[src/rtl/ssalu_pkg.sv]
package ssalu_pkg;

   // ------------------------------------------------------------
   // widths and field layout
   // ------------------------------------------------------------
   localparam int unsigned DATA_W = 8;
   localparam int unsigned ADDR_W = 7;
   localparam int unsigned NIB_LO = 0;
   localparam int unsigned NIB_HI = 4;
   localparam int unsigned NIB_W  = 4;

   // ------------------------------------------------------------
   // register port offsets
   // ------------------------------------------------------------
   localparam logic [3:0] OFF_CMD    = 4'h0; // w: op, dest, start
   localparam logic [3:0] OFF_LIT    = 4'h1; // rw: literal operand
   localparam logic [3:0] OFF_FADDR  = 4'h2; // rw: file register address
   localparam logic [3:0] OFF_ACC    = 4'h3; // rw: accumulator
   localparam logic [3:0] OFF_STATUS = 4'h4; // rw: c, dc, z, busy

   // command register bit positions
   localparam int unsigned CMD_OP_LSB = 0; // 2 bits
   localparam int unsigned CMD_DEST   = 2;
   localparam int unsigned CMD_GO     = 3;
   // status register bit positions
   localparam int unsigned ST_C    = 0;
   localparam int unsigned ST_DC   = 1;
   localparam int unsigned ST_Z    = 2;
   localparam int unsigned ST_BUSY = 3;

   // ------------------------------------------------------------
   // reset values
   // ------------------------------------------------------------
   localparam logic [7:0] ACC_RST = 8'h00;
   localparam logic [7:0] LIT_RST = 8'h00;

   // ------------------------------------------------------------
   // types
   // ------------------------------------------------------------
   typedef enum logic [1:0]
   {
      SSALU_OP_LIT_SUB = 2'h0, // literal_minus_acc
      SSALU_OP_REG_SUB = 2'h1, // reg_minus_acc
      SSALU_OP_SWAP    = 2'h2, // nibble_exchange
      SSALU_OP_NONE    = 2'h3
   } ssalu_op_e;

   typedef enum logic [1:0] {SSALU_Q1, SSALU_Q2, SSALU_Q3, SSALU_Q4}
      ssalu_phase_e;

   typedef struct packed
   {
      logic c;
      logic dc;
      logic z;
   } ssalu_flags_s;

   typedef struct packed
   {
      logic [6:0] addr;
      logic [7:0] data;
      logic       we;
   } ssalu_fwr_s;

endpackage
[src/rtl/ssalu_core.sv]
`timescale 1ns/1ps
// Operation
// RQ1 - literal subtract: decode Q1, fetch literal Q2, compute Q3, write Q4
// RQ2 - positive difference sets carry and clears zero
// RQ3 - negative difference clears carry, stores wrapped eight-bit value
// RQ4 - zero difference sets both carry and zero
// RQ5 - nibble exchange swaps high and low nibbles, flags untouched
// RQ6 - destination bit 0 writes the accumulator, file register unchanged
// RQ7 - destination bit 1 writes the file register, accumulator unchanged (literal subtract ignores it and writes the accumulator)
// RQ8 - literal minus accumulator by two's complement, updates c, dc, z
// RQ9 - register minus accumulator, digit carry means no borrow from bit 3
module ssalu_core
   import ssalu_pkg::*;
#(
   parameter int unsigned WIDTH = 8
)
(
   input  wire logic              sys_clk,
   input  wire logic              arst_n,
   input  wire logic [3:0]        reg_addr,
   input  wire logic [7:0]        reg_wdata,
   input  wire logic              reg_wr,
   input  wire logic              reg_rd,
   output      logic [7:0]        reg_rdata,
   output      logic [6:0]        file_raddr,
   input  wire logic [7:0]        file_rdata,
   output      ssalu_fwr_s        file_wr,
   output      logic [7:0]        acc_out,
   output      ssalu_flags_s      flags_out
);

   // ------------------------------------------------------------
   // elaboration check
   // ------------------------------------------------------------
   if (WIDTH != DATA_W)
   begin : g_bad_width
      $error("ssalu_core supports an eight-bit datapath only");
   end

   // ------------------------------------------------------------
   // state
   // ------------------------------------------------------------
   ssalu_phase_e phase_q;
   logic         busy_q;
   ssalu_op_e    op_q;
   logic         dest_q;
   logic [7:0]   lit_q;
   logic [6:0]   faddr_q;
   logic [7:0]   acc_q;
   logic [7:0]   opnd_q;
   logic [7:0]   res_q;
   ssalu_flags_s flags_q;
   ssalu_flags_s newf_q;
   logic [7:0]   rdata_q;
   ssalu_fwr_s   fwr_q;

   // ------------------------------------------------------------
   // register decode
   // ------------------------------------------------------------
   wire wr_cmd   = reg_wr && (reg_addr == OFF_CMD);
   wire wr_lit   = reg_wr && (reg_addr == OFF_LIT);
   wire wr_faddr = reg_wr && (reg_addr == OFF_FADDR);
   wire wr_acc   = reg_wr && (reg_addr == OFF_ACC);
   wire wr_stat  = reg_wr && (reg_addr == OFF_STATUS);
   wire go       = wr_cmd && reg_wdata[CMD_GO] && !busy_q;
   wire [1:0] cmd_op = reg_wdata[CMD_OP_LSB +: 2];

   // ------------------------------------------------------------
   // datapath
   // ------------------------------------------------------------
   // subtract as operand plus inverted accumulator plus one
   wire [8:0] diff = {1'b0, opnd_q} + {1'b0, ~acc_q} + 9'h001;
   wire [4:0] ldiff = {1'b0, opnd_q[3:0]} + {1'b0, ~acc_q[3:0]} + 5'h01;
   wire [7:0] swapped = {opnd_q[NIB_LO +: NIB_W], opnd_q[NIB_HI +: NIB_W]};
   wire       is_sub = (op_q == SSALU_OP_LIT_SUB) ||
                       (op_q == SSALU_OP_REG_SUB);
   wire [7:0] result = is_sub ? diff[7:0] : swapped;
   wire       to_file = (op_q != SSALU_OP_LIT_SUB) && dest_q;
   wire       in_q4 = busy_q && (phase_q == SSALU_Q4);

   // status read-back word
   wire [7:0] status_word = {4'h0, busy_q, flags_q.z, flags_q.dc,
                             flags_q.c};
   wire [7:0] rd_mux = (reg_addr == OFF_LIT)    ? lit_q :
                       (reg_addr == OFF_FADDR)  ? {1'b0, faddr_q} :
                       (reg_addr == OFF_ACC)    ? acc_q :
                       (reg_addr == OFF_STATUS) ? status_word : 8'h00;

   // ------------------------------------------------------------
   // quarter phase sequencer
   // ------------------------------------------------------------
   // RQ1 four phases
   always_ff @(posedge sys_clk or negedge arst_n)
   begin
      if (!arst_n)
      begin
         phase_q <= SSALU_Q1;
         busy_q  <= 1'b0;
         op_q    <= SSALU_OP_NONE;
         dest_q  <= 1'b0;
      end
      else if (go)
      begin
         phase_q <= SSALU_Q1;
         busy_q  <= 1'b1;
         op_q    <= ssalu_op_e'(cmd_op);
         dest_q  <= reg_wdata[CMD_DEST];
      end
      else if (busy_q)
      begin
         case (phase_q)
            SSALU_Q1: phase_q <= SSALU_Q2;
            SSALU_Q2: phase_q <= SSALU_Q3;
            SSALU_Q3: phase_q <= SSALU_Q4;
            SSALU_Q4:
            begin
               phase_q <= SSALU_Q1;
               busy_q  <= 1'b0;
            end
            default: phase_q <= SSALU_Q1;
         endcase
      end
   end

   // ------------------------------------------------------------
   // operand fetch (q2) and compute (q3)
   // ------------------------------------------------------------
   // RQ1 fetch then compute
   always_ff @(posedge sys_clk or negedge arst_n)
   begin
      if (!arst_n)
      begin
         opnd_q <= 8'h00;
         res_q  <= 8'h00;
         newf_q <= '0;
      end
      else if (busy_q && phase_q == SSALU_Q2)
      begin
         opnd_q <= (op_q == SSALU_OP_LIT_SUB) ? lit_q : file_rdata;
      end
      else if (busy_q && phase_q == SSALU_Q3)
      begin
         res_q <= result;
         // RQ2 RQ3 RQ4 carry is no borrow
         newf_q.c  <= diff[8];
         // RQ9 no borrow from bit 3
         newf_q.dc <= ldiff[4];
         newf_q.z  <= (diff[7:0] == 8'h00);
      end
   end

   // ------------------------------------------------------------
   // software registers and q4 write-back
   // ------------------------------------------------------------
   always_ff @(posedge sys_clk or negedge arst_n)
   begin
      if (!arst_n)
      begin
         lit_q   <= LIT_RST;
         faddr_q <= 7'h00;
         acc_q   <= ACC_RST;
         flags_q <= '0;
         fwr_q   <= '0;
         rdata_q <= 8'h00;
      end
      else
      begin
         rdata_q <= reg_rd ? rd_mux : 8'h00;
         fwr_q   <= '0;
         if (wr_lit && !busy_q)
            lit_q <= reg_wdata;
         if (wr_faddr && !busy_q)
            faddr_q <= reg_wdata[6:0];
         if (in_q4)
         begin
            // RQ6 RQ7 destination select
            if (to_file)
               fwr_q <= '{addr: faddr_q, data: res_q, we: 1'b1};
            else
               acc_q <= res_q;
            // RQ5 RQ8 flags only for subtracts
            if (is_sub)
               flags_q <= newf_q;
         end
         else
         begin
            if (wr_acc && !busy_q)
               acc_q <= reg_wdata;
            if (wr_stat && !busy_q)
               flags_q <= '{c: reg_wdata[ST_C], dc: reg_wdata[ST_DC],
                            z: reg_wdata[ST_Z]};
         end
      end
   end

   // ------------------------------------------------------------
   // outputs
   // ------------------------------------------------------------
   assign reg_rdata  = rdata_q;
   assign file_raddr = faddr_q;
   assign file_wr    = fwr_q;
   assign acc_out    = acc_q;
   assign flags_out  = flags_q;

   // ------------------------------------------------------------
   // assertions
   // ------------------------------------------------------------
   // RQ1 phase order
   property p_phase_walk;
      @(posedge sys_clk) disable iff (!arst_n)
      go |=> busy_q && phase_q == SSALU_Q1 ##1 phase_q == SSALU_Q2
         ##1 phase_q == SSALU_Q3 ##1 phase_q == SSALU_Q4 ##1 !busy_q;
   endproperty
   a_phase_walk: assert property (p_phase_walk) // RQ1
      else $error("quarter phase walk broken");

   // RQ2 positive flags
   property p_pos_flags;
      @(posedge sys_clk) disable iff (!arst_n)
      in_q4 && is_sub && newf_q.c && !newf_q.z |=> flags_q.c && !flags_q.z;
   endproperty
   a_pos_flags: assert property (p_pos_flags) // RQ2
      else $error("positive result flags wrong");

   // RQ3 wrapped negative
   property p_neg;
      @(posedge sys_clk) disable iff (!arst_n)
      busy_q && phase_q == SSALU_Q3 && is_sub && opnd_q < acc_q
         |=> !newf_q.c && res_q == 8'(opnd_q - $past(acc_q));
   endproperty
   a_neg: assert property (p_neg) // RQ3
      else $error("negative result not wrapped");

   // RQ4 zero flags
   property p_zero;
      @(posedge sys_clk) disable iff (!arst_n)
      busy_q && phase_q == SSALU_Q3 && is_sub && opnd_q == acc_q
         |=> ##1 flags_q.c && flags_q.z;
   endproperty
   a_zero: assert property (p_zero) // RQ4
      else $error("zero result flags wrong");

   // RQ5 nibbles exchanged, flags kept
   property p_swap;
      @(posedge sys_clk) disable iff (!arst_n)
      in_q4 && op_q == SSALU_OP_SWAP |=> $stable(flags_q)
         && (fwr_q.we ? fwr_q.data : acc_q) ==
            {$past(opnd_q[3:0]), $past(opnd_q[7:4])};
   endproperty
   a_swap: assert property (p_swap) // RQ5
      else $error("nibble exchange wrong");

   // RQ6 accumulator destination
   property p_dest_acc;
      @(posedge sys_clk) disable iff (!arst_n)
      in_q4 && !to_file |=> !fwr_q.we && acc_q == $past(res_q);
   endproperty
   a_dest_acc: assert property (p_dest_acc) // RQ6
      else $error("accumulator destination wrong");

   // RQ7 file destination
   property p_dest_file;
      @(posedge sys_clk) disable iff (!arst_n)
      in_q4 && to_file |=> fwr_q.we && $stable(acc_q)
         && fwr_q.addr == faddr_q;
   endproperty
   a_dest_file: assert property (p_dest_file) // RQ7
      else $error("file destination wrong");

   // RQ7 file data, one pulse
   property p_file_data;
      @(posedge sys_clk) disable iff (!arst_n)
      in_q4 && to_file |=> fwr_q.data == $past(res_q) ##1 !fwr_q.we;
   endproperty
   a_file_data: assert property (p_file_data) // RQ7
      else $error("file write data or pulse wrong");

   // RQ8 literal operand source
   property p_lit_src;
      @(posedge sys_clk) disable iff (!arst_n)
      busy_q && phase_q == SSALU_Q2 && op_q == SSALU_OP_LIT_SUB
         |=> opnd_q == lit_q ##2 !fwr_q.we;
   endproperty
   a_lit_src: assert property (p_lit_src) // RQ8
      else $error("literal subtract source wrong");

   // RQ8 operands held while busy
   property p_hold;
      @(posedge sys_clk) disable iff (!arst_n)
      busy_q && phase_q != SSALU_Q4 |=> $stable(acc_q) && $stable(lit_q);
   endproperty
   a_hold: assert property (p_hold) // RQ8
      else $error("operand changed while busy");

   // RQ9 digit carry
   property p_dc;
      @(posedge sys_clk) disable iff (!arst_n)
      busy_q && phase_q == SSALU_Q3 && is_sub
         |=> newf_q.dc == ($past(opnd_q[3:0]) >= $past(acc_q[3:0]));
   endproperty
   a_dc: assert property (p_dc) // RQ9
      else $error("digit carry wrong");

endmodule

[config.mk]
export PLATFORM = sky130hd
export DESIGN_NAME = ssalu_core
export DESIGN_NICKNAME = d
export VERILOG_FILES = /design/src/rtl/ssalu_pkg.sv /design/src/rtl/ssalu_core.sv
export SDC_FILE = /design/constraint.sdc
export NUM_CORES = 1
export LEC_CHECK = 0
export ABC_AREA = 1
export BUFFER_PORTS_ARGS = -buffer_cell sky130_fd_sc_hd__buf_2
export CAP_MARGIN = 25
export CORE_MARGIN = 10
export CORE_UTILIZATION = 55
export CTS_CLUSTER_SIZE = 28
export DETAILED_ROUTE_END_ITERATION = 16
export PLACE_DENSITY = 0.88
export SKIP_CTS_REPAIR_TIMING = 1
export SLEW_MARGIN = 20
export SYNTH_ARGS = -nofsm -noshare
export SYNTH_HDL_FRONTEND = slang
export SYNTH_SLANG_ARGS = --single-unit
[constraint.sdc]
create_clock -name sys_clk -period 2.2 [get_ports sys_clk]
set_input_delay 0.33 -clock sys_clk [delete_from_list [all_inputs] [get_ports sys_clk]]
set_output_delay 0.33 -clock sys_clk [all_outputs]
set_load 0.01 [all_outputs]
==> results_dict.tcl, run 1 <==
set metrics [dict create \
    power_frac_seq 0.373 \
    crit_required_ps 2460 \
    worstSetupPathType "flop to flop" \
    leakagePower_nw 2.28 \
    grt_overflow 0 \
    ctsRootBufferMaster "clkbuf_8" \
    holdCritPathClass "input port to flop" \
    drive_above_1_share 0.212 \
    cp_num_buf_inv 1 \
    cpPeakStageDelay_ps 430 \
    period_minus_slack_ps 1870 \
    synthMostInstantiatedCell "nand2_1" \
    core_area_um2 6420 \
    chipWidth_um 102 \
    area_growth_pct 17.1 \
    swShare 0.435 \
    cap_viol_max_count 0 \
    drtIter0Drc 299 \
    synth_edf_count 0 \
    num_antenna_cells 0 \
    synth.area.top_cells "dfrtp_1, nand2_1, o21ai_0" \
    path_max_fanout 4 \
    slew_headroom 0.659 \
    grt_pass1_vias 3253 \
    start_util 0.570 \
    synth_ff_type "dfrtp_1" \
    crit_slowest_cell "dfrtp_1" \
    ant_nets 0 \
    p_int_mw 3.31 \
    route.vias.total 3242 \
    worstPathArrival_ps 2130 \
    cts.htree.levels 3 \
    yosys-top-cells-count "nand2_1, dfrtp_1, inv_1" \
    grt_max_degree 32 \
    irDropWorstVdd_uv 667 \
    reg2reg_setup_slack_ps 330 \
    yosysTopAreaCell "dfrtp_1" \
    route.detailed.drc 0 \
    power_frac_comb 0.435 \
    globalplace.congestion 0.954 \
    skew_ps 7.80 \
    io_pins 66 \
    avgSynthCellArea_um2 8.44 \
    synth.top_cell.area_share 0.499 \
    rsz0062_at_grt "false" \
    wl_um 10100 \
    ctsLongestPathBuffers 2 \
    yosysWarnings 0 \
    worst_pin_slew_ps 511 \
    reg2reg_from "acc_out[0]$_DFFE_PN0P_" \
    power_density_nw_per_um2 1370 \
    critPathLaunchType "flop" \
    ys_seq_area_frac 0.513 \
    clkPwrFrac 0.192 \
    reg2reg_to "newf_q[2]$_DFFE_PN0P_" \
    clk_pin_slew_ps 80 \
    viasPerCell 5.52 \
    synth_seq_cells 75 \
    die-area_um2 10300 \
    end_kind "flop" \
    timing.final.crit_share 0.848 \
    fp.dieH_um 102 \
    syn-num-nets 471 \
    async_reset_ff_frac 1.00 \
    crit_chain "ha_1 -> fa_1 -> inv_1 -> nand3_1 -> nand2_1 -> nand4_1 -> nand3_1 -> nand2_1 -> o21ai_0" \
    setup.worst_path.end "newf_q[2]$_DFFE_PN0P_" \
    fp-row-count 29 \
    drv_slew 0 \
    reg2reg_depth 9 \
    firstDrtPassIters 5 \
    crit_start "acc_out[0]$_DFFE_PN0P_" \
    whs_path_depth 2 \
    syn_inst 434 \
    finalSetupTns_ps 0 \
    fin_util 0.667 \
    grt_antenna_before_repair 0 \
    cp_num_cells 9 \
    setup_viol 0 \
    grt_pass1_wl_um 16400 \
    cts_tree "done" \
    cts_inserted_buffers 9 \
    power.switching_mw 2.54 \
    grt_util_all_layers 0.202 \
    clock_sinks 75 \
    port_buffers 65 \
    critPathTopFamily "adder cells" \
    clkLatencyLatePin_ps 360 \
    final-hold-violation-count 0 \
    status "finished, final reports clean" \
    fmax_mhz 536 \
    wl_per_cell_um 17.2 \
    ys_types 31 \
    hpwl_um 7690 \
    syn_area_um2 3660 \
    nets 542 \
]
[power groups by stage]
stage                     registers, mW  clock network (mW)  logic, mW
final                              2.18                1.12       2.55
after global routing               2.23                1.19       2.88
after CTS                          2.17                1.14       2.52
after detailed placement           2.19                   0       2.50
after global placement             2.16                   0       2.43
after floorplan                    2.15                   0       1.71
[how the worst min path moves through the flow]
| stage | from | slack (ps) | end |
|---|---|---|---|
| after floorplan | arst_n | 30 | acc_out[0]$_DFFE_PN0P_ |
| after global placement | arst_n | 320 | file_wr[0]$_DFF_PN0_ |
| after detailed placement | arst_n | 330 | file_wr[0]$_DFF_PN0_ |
| after CTS | arst_n | -60 | file_wr[0]$_DFF_PN0_ |
| after global routing | reg_wdata[7] | 210 | lit_q[7]$_DFFE_PN0P_ |
| final | reg_wdata[7] | 220 | lit_q[7]$_DFFE_PN0P_ |
[sequential cells by signal, summed over array words and instances (netlist names)]
signal,flops
file_raddr,7
op_q,2
reg_rdata,8
phase_q,2
file_wr,16
busy_q,1
opnd_q,8
dest_q,1
newf_q,3
res_q,8
acc_out,8
flags_out,3
lit_q,8
[routing by layer]
layer  GRT usage  up-vias  wire, um  part of all wire
met2       0.346      135      5000              0.50
met3      0.0477       10       791             0.078
met5           0        -         0                 0
met1       0.244     1560      4180              0.41
li1            -     1537         -                 -
met4      0.0660        0       123             0.012
[kinds of logic (layout without fill, tap and decap cells)]
group | count (synthesis) | after routing | synth area share
multiplexers | 1 | 1 | 0.00308
AND/OR/NAND/NOR | 172 | 172 | 0.203
AO/OA/AOI/OAI | 99 | 99 | 0.150
XOR/XNOR | 1 | 1 | 0.00239
flip-flops | 75 | 75 | 0.513
buffers and inverters | 73 | 149 | 0.0813
adder cells (fa/ha/maj) | 13 | 13 | 0.0465
[area by class of cell]
| cell class | instances | area, um2 |
|---|---|---|
| repair buffers | 70 | 378 |
| inverters | 63 | 236 |
| multi-input cells | 286 | 1480 |
| well taps | 77 | 96.3 |
| clock buffers | 11 | 151 |
| clock inverters | 5 | 60.1 |
| flip-flops and latches | 75 | 1880 |
| fillers | 507 | 2140 |
[cells in the final DEF, fill, tap and decap left out, types with 2 or more instances in the layout]
cell      count
ha_1         12
inv_2         5
a22oi_1       2
nor2_1       37
o211ai_1      6
or2_2         2
a31oi_1       4
dfrtp_1      73
nand2_2       5
clkbuf_8     11
o21ai_0      46
nand4_1       2
buf_2        65
nand3_2       2
a21oi_1      22
inv_1        57
o21ai_1      12
nor2_4        4
nand3b_1      3
nand3_1      16
dfstp_2       2
o22ai_1       5
buf_4         3
nand2_1     100
[per-stage QoR]
stage	power (mW)	std cells	worst slack [ps]	instance area [um2]	hold slack, ps
final	5.85	587	333	4290	222
after global routing	6.30	587	188	4290	210
after CTS	5.82	586	353	4280	-58.5
after detailed placement	4.70	570	376	4060	329
after global placement	4.59	570	447	4060	322
after floorplan	3.86	434	503	3660	34.4
No activity file was read; power rests on OpenSTA's default activity.
==> inputs of run 2 (changes only) <==
--- a/config.mk
+++ b/config.mk
@@ -9,10 +9,10 @@
 export BUFFER_PORTS_ARGS = -buffer_cell sky130_fd_sc_hd__buf_2
 export CAP_MARGIN = 25
 export CORE_MARGIN = 10
-export CORE_UTILIZATION = 55
+export CORE_UTILIZATION = 50
 export CTS_CLUSTER_SIZE = 28
 export DETAILED_ROUTE_END_ITERATION = 16
-export PLACE_DENSITY = 0.88
+export PLACE_DENSITY = 0.85
 export SKIP_CTS_REPAIR_TIMING = 1
 export SLEW_MARGIN = 20
 export SYNTH_ARGS = -nofsm -noshare
==> constraint.sdc (replaced) <==
create_clock -name sys_clk -period 1.57 [get_ports sys_clk]
set_input_delay 0.2355 -clock sys_clk [delete_from_list [all_inputs] [get_ports sys_clk]]
set_output_delay 0.2355 -clock sys_clk [all_outputs]
set_load 0.01 [all_outputs]
==> run 2 against run 1 <==
Effect of this change: the run now ends with setup timing left; die area is 8.0% higher; highest routed layer unchanged; first-iteration DRC count grew 38%; count of clock-buffer cells in the layout fell by 2; critical path depth down 1; global-route usage shrank 1.8 points; utilization decreased by 1.1 points; wire length increased by 8.3%; sequential power up 39%; power rose by 63%.
==> results_dict.tcl, run 2 (same netlist as run 1, synthesis figures left out) <==
set metrics [dict create \
    path_max_fanout 2 \
    grt_pass1_wl_um 16600 \
    power_density_nw_per_um2 2020 \
    wl_per_cell_um 17.0 \
    fp.dieH_um 106 \
    grt_antenna_before_repair 0 \
    globalplace.congestion 0.979 \
    firstDrtPassIters 5 \
    most-common-layout-cells "nand2_1, dfrtp_1, buf_2" \
    power_mw 9.51 \
    grt_pass1_vias 3487 \
    period_minus_slack_ps 1860 \
    fp-row-count 31 \
    final_common_cell "nand2_1" \
    grt_util_all_layers 0.184 \
    io_pins 66 \
    reg2reg_setup_slack_ps -290 \
    final-hold-violation-count 0 \
    layout_setup_ws_ps -289 \
    viasPerCell 5.53 \
    nets 576 \
    worst_pin_slew_ps 417 \
    rsz0062_at_grt "true" \
    whs_ps 98.2 \
    skew_ps 8.98 \
    cts.htree.levels 3 \
    area_growth_pct 28.7 \
    leakagePower_nw 2.43 \
    num_antenna_cells 0 \
    drtIter0Drc 412 \
    fmax_mhz 538 \
    dp_slack_ps -72.1 \
    critPathLaunchType "flop" \
    holdCritPathClass "input port to flop" \
    worstSetupPathType "flop to flop" \
    grt_max_degree 31 \
    cts_tree "done" \
    grt_overflow 0 \
    cap_viol_max_count 0 \
    drv_slew 0 \
    slew_headroom 0.722 \
    clock_sinks 75 \
    wl_um 10900 \
    fill_cells 551 \
    route.vias.total 3558 \
    clk_pin_slew_ps 90 \
    clkLatencyLatePin_ps 360 \
    route.detailed.drc 0 \
    violations "setup timing" \
    chipWidth_um 106 \
    ant_nets 0 \
    status "finished, violations left" \
    drive_above_1_share 0.307 \
    crit_required_ps 1870 \
    timing.final.crit_share 1.18 \
    finalSetupTns_ps -741 \
    start_util 0.510 \
    worstPathArrival_ps 2160 \
    end_kind "flop" \
    cts_inserted_buffers 9 \
    largest_reg_flops 16 \
    core_area_um2 7180 \
    irDropWorstVdd_uv 767 \
    ctsRootBufferMaster "clkbuf_8" \
    die-area_um2 11100 \
    ctsLongestPathBuffers 2 \
    hpwl_um 7710 \
    setup_viol 4 \
    port_buffers 65 \
]
==> run 2: changes by cell type in the layout (fill, tap and decap cells not counted), sizes merged <==
cell | previous run | this run
buf | 69 | 102
clkbuf | 11 | 9
clkinv | 3 | 5
clkinvlp | 1 | 3
inv | 63 | 62
==> run 2: where the power goes <==
| group | internal [mW] | total (mW) | switching, mW | leakage [nW] |
|---|---|---|---|---|
| clock network | 0.744 | 1.53 | 0.784 | 0.0998 |
| logic | 2.10 | 4.96 | 2.87 | 1.37 |
| registers | 2.54 | 3.02 | 0.483 | 0.955 |
| total | 5.38 | 9.51 | 4.14 | 2.43 |
==> run 2: worst paths after layout <==
| check | cells after the start | endpoint | start |
|---|---|---|---|
| worst min register to register | 2 | res_q[7]$_DFFE_PN0P_ | res_q[7]$_DFFE_PN0P_ |
| worst max-delay path | 8 | newf_q[0]$_DFFE_PN0P_ | acc_out[0]$_DFFE_PN0P_ |
| min in group asynchronous | 2 | reg_rdata[1]$_DFF_PN0_ | arst_n |
| max in group asynchronous | 3 | res_q[6]$_DFFE_PN0P_ | arst_n |
| worst max register to register | 8 | newf_q[0]$_DFFE_PN0P_ | acc_out[0]$_DFFE_PN0P_ |
| worst min-delay path | 2 | lit_q[7]$_DFFE_PN0P_ | reg_wdata[7] |
==> run 2: metrics by stage <==
step	utilization	instance area [um2]	instances
after floorplan	-	3690	434
after global placement	0.605	4340	618
after detailed placement	0.605	4340	618
after CTS	0.633	4540	634
after global routing	0.656	4710	643
final	0.656	4710	643
==> run 2: worst max-delay path: stages, from the launching register on <==
cell and delay, ps:
dfrtp_1 410, ha_4 180, fa_2 560, nand3_2 90
nor2_1 150, nand3_1 120, nor2_1 160, nand2_1 70
nand2_1 70
==> run 2: per-layer routing <==
metal,track usage,wire length [um],vias up
met5,0,0,-
met4,0.0948,485,0
met3,0.0475,1120,58
met2,0.307,5260,230
met1,0.214,4070,1655
li1,-,-,1615
==> run 2: layout make-up <==
| cell class | instances | area [um2] | share of cell area |
|---|---|---|---|
| flip-flops and latches | 75 | 1880 | 0.399 |
| clock buffers | 9 | 124 | 0.0263 |
| repair inverters | 1 | 5.00 | 0.00106 |
| repair buffers | 103 | 651 | 0.138 |
| inverters | 63 | 240 | 0.0510 |
| well taps | 99 | 124 | 0.0263 |
| clock inverters | 7 | 77.6 | 0.0165 |
| multi-input cells | 286 | 1610 | 0.342 |
==> inputs of run 3 (changes only) <==
--- a/config.mk
+++ b/config.mk
@@ -13,6 +13,7 @@
 export CTS_CLUSTER_SIZE = 28
 export DETAILED_ROUTE_END_ITERATION = 16
 export PLACE_DENSITY = 0.85
+export REMOVE_ABC_BUFFERS = 1
 export SKIP_CTS_REPAIR_TIMING = 1
 export SLEW_MARGIN = 20
 export SYNTH_ARGS = -nofsm -noshare
==> run 3 against run 2 <==
Effect of this change: the run still ends with setup timing left; worst hold slack improved by 25 ps; count of clock-buffer cells in the layout did not move; sequential share of layout area fell by 0.23 points; utilization rose by 0.38 points; clock power rose by 9%; global-route usage rose by 0.54 points; power rose by 0.26%.
==> results_dict.tcl, run 3 (same netlist as run 1, synthesis figures left out) <==
set metrics [dict create \
    grt_overflow 0 \
    grt_pass1_wl_um 17200 \
    drtIter0Drc 388 \
    fin_util 0.660 \
    irDropWorstVdd_uv 1000 \
    crit_slowest_cell "fa_2" \
    use_met1 0.218 \
    start_util 0.510 \
    path_max_fanout 3 \
    drive_above_1_share 0.308 \
    register_area_um2 1880 \
    critPathTopFamily "simple AND/OR/NAND/NOR gates" \
    drv_slew 0 \
    final_common_cell "nand2_1" \
    final-hold-violation-count 0 \
    cap_viol_max_count 0 \
    whs_ps 123 \
    fill_cells 555 \
    power_density_nw_per_um2 2010 \
    worstSetupPathType "flop to flop" \
    layout_setup_ws_ps -230 \
    grt_util_all_layers 0.189 \
    globalplace.congestion 0.934 \
    final_area_um2 4740 \
    num_antenna_cells 0 \
    crit_top_cell "nand2_1" \
    grt_max_degree 23 \
    fp.dieH_um 106 \
    ctsRootBufferMaster "clkbuf_8" \
    route.detailed.drc 0 \
    clock_sinks 75 \
    clkLatencyLatePin_ps 360 \
    ant_nets 0 \
    cts_tree "done" \
    dpl_cell_area_um2 4340 \
    holdCritPathClass "input port to flop" \
    worstPathArrival_ps 2100 \
    cts.htree.levels 3 \
    cts_inserted_buffers 9 \
    rsz0062_at_grt "true" \
    nets 574 \
    port_buffers 65 \
    grt_antenna_before_repair 0 \
    power_mw 9.54 \
    slew_headroom 0.591 \
    leakagePower_nw 2.47 \
    crit_chain "inv_1 -> ha_4 -> fa_2 -> inv_2 -> nand3_2 -> nand2_2 -> nand2_1 -> nand2_1 -> nand3_1 -> nor2_1 -> nand2_1 -> nand2_1" \
    wl_um 10800 \
    hpwl_um 7850 \
    grt_pass1_vias 3564 \
    firstDrtPassIters 5 \
    setup_viol 5 \
    end_kind "flop" \
    cpPeakStageDelay_ps 380 \
    multiInputGateArea_um2 1620 \
    fmax_mhz 555 \
    cp_num_buf_inv 2 \
    largest_reg_flops 16 \
    skew_ps 7.72 \
    chipWidth_um 106 \
    grt_use_met3 0.0499 \
    critPathLaunchType "flop" \
    most-common-layout-cells "nand2_1, dfrtp_1, buf_2" \
    timing.final.crit_share 1.15 \
    ctsLongestPathBuffers 2 \
    wl_per_cell_um 16.9 \
    grt_use_met2 0.317 \
    finalSetupTns_ps -631 \
    busiest_layer "met2" \
    crit_required_ps 1870 \
    die-area_um2 11100 \
    core_area_um2 7180 \
    period_minus_slack_ps 1800 \
    viasPerCell 5.38 \
    violations "setup timing" \
    status "finished, violations left" \
    io_pins 66 \
    area_growth_pct 29.4 \
    worst_pin_slew_ps 614 \
    fp-row-count 31 \
    route.vias.total 3449 \
    clk_pin_slew_ps 80 \
]
==> run 3: cell count changes in the layout (fill, tap and decap cells not counted), moves of 2 or more <==
cell,before,now
buf_4,34,32
clkinv_4,3,1
inv_4,0,2
nand2_2,10,7
nand2_4,0,2
o21ai_0,43,41
==> run 3: routing by layer <==
metal	routed length, um	up-vias
met5	0	-
met4	501	0
met2	5240	219
li1	-	1608
met1	4040	1573
met3	1060	49
==> run 3: per-stage QoR <==
step / instances / worst slack, ps
floorplan: 424 / -127
global placement: 622 / -113
detailed placement: 622 / -210
CTS: 638 / -224
global route: 641 / -297
finish: 641 / -230
==> run 3: path summary, 6_finish.rpt <==
kind	startpoint	endpoint	slack [ps]	cells past startpoint
min reg2reg	res_q[7]$_DFFE_PN0P_	res_q[7]$_DFFE_PN0P_	490	2
max	opnd_q[0]$_DFFE_PN0P_	newf_q[0]$_DFFE_PN0P_	-230	12
min in group asynchronous	arst_n	phase_q[0]$_DFFE_PN0P_	420	2
max reg2reg	opnd_q[0]$_DFFE_PN0P_	newf_q[0]$_DFFE_PN0P_	-230	12
max in group asynchronous	arst_n	op_q[0]$_DFFE_PN1P_	550	3
min	reg_wdata[7]	lit_q[7]$_DFFE_PN0P_	120	2
==> run 3: worst register-to-register path, stage by stage (launching register included) <==
cell and delay, ps:
dfrtp_1 370, inv_1 90, ha_4 180, fa_2 380, inv_2 70, nand3_2 80, nand2_2 100, nand2_1 70
nand2_1 60, nand3_1 100, nor2_1 120, nand2_1 80, nand2_1 60
==> run 3: layout make-up <==
type / instances / share of cell area
Timing Repair Buffer: 102 / 0.137
Inverter: 63 / 0.0510
Multi-Input combinational cell: 286 / 0.342
Clock inverter: 7 / 0.0209
Sequential cell: 75 / 0.397
Tap cell: 99 / 0.0261
Clock buffer: 9 / 0.0261
==> run 3: power breakdown <==
group	internal (mW)	switching, mW	total [mW]
Combinational	2.05	2.79	4.85
Sequential	2.54	0.480	3.02
Clock	0.905	0.770	1.67
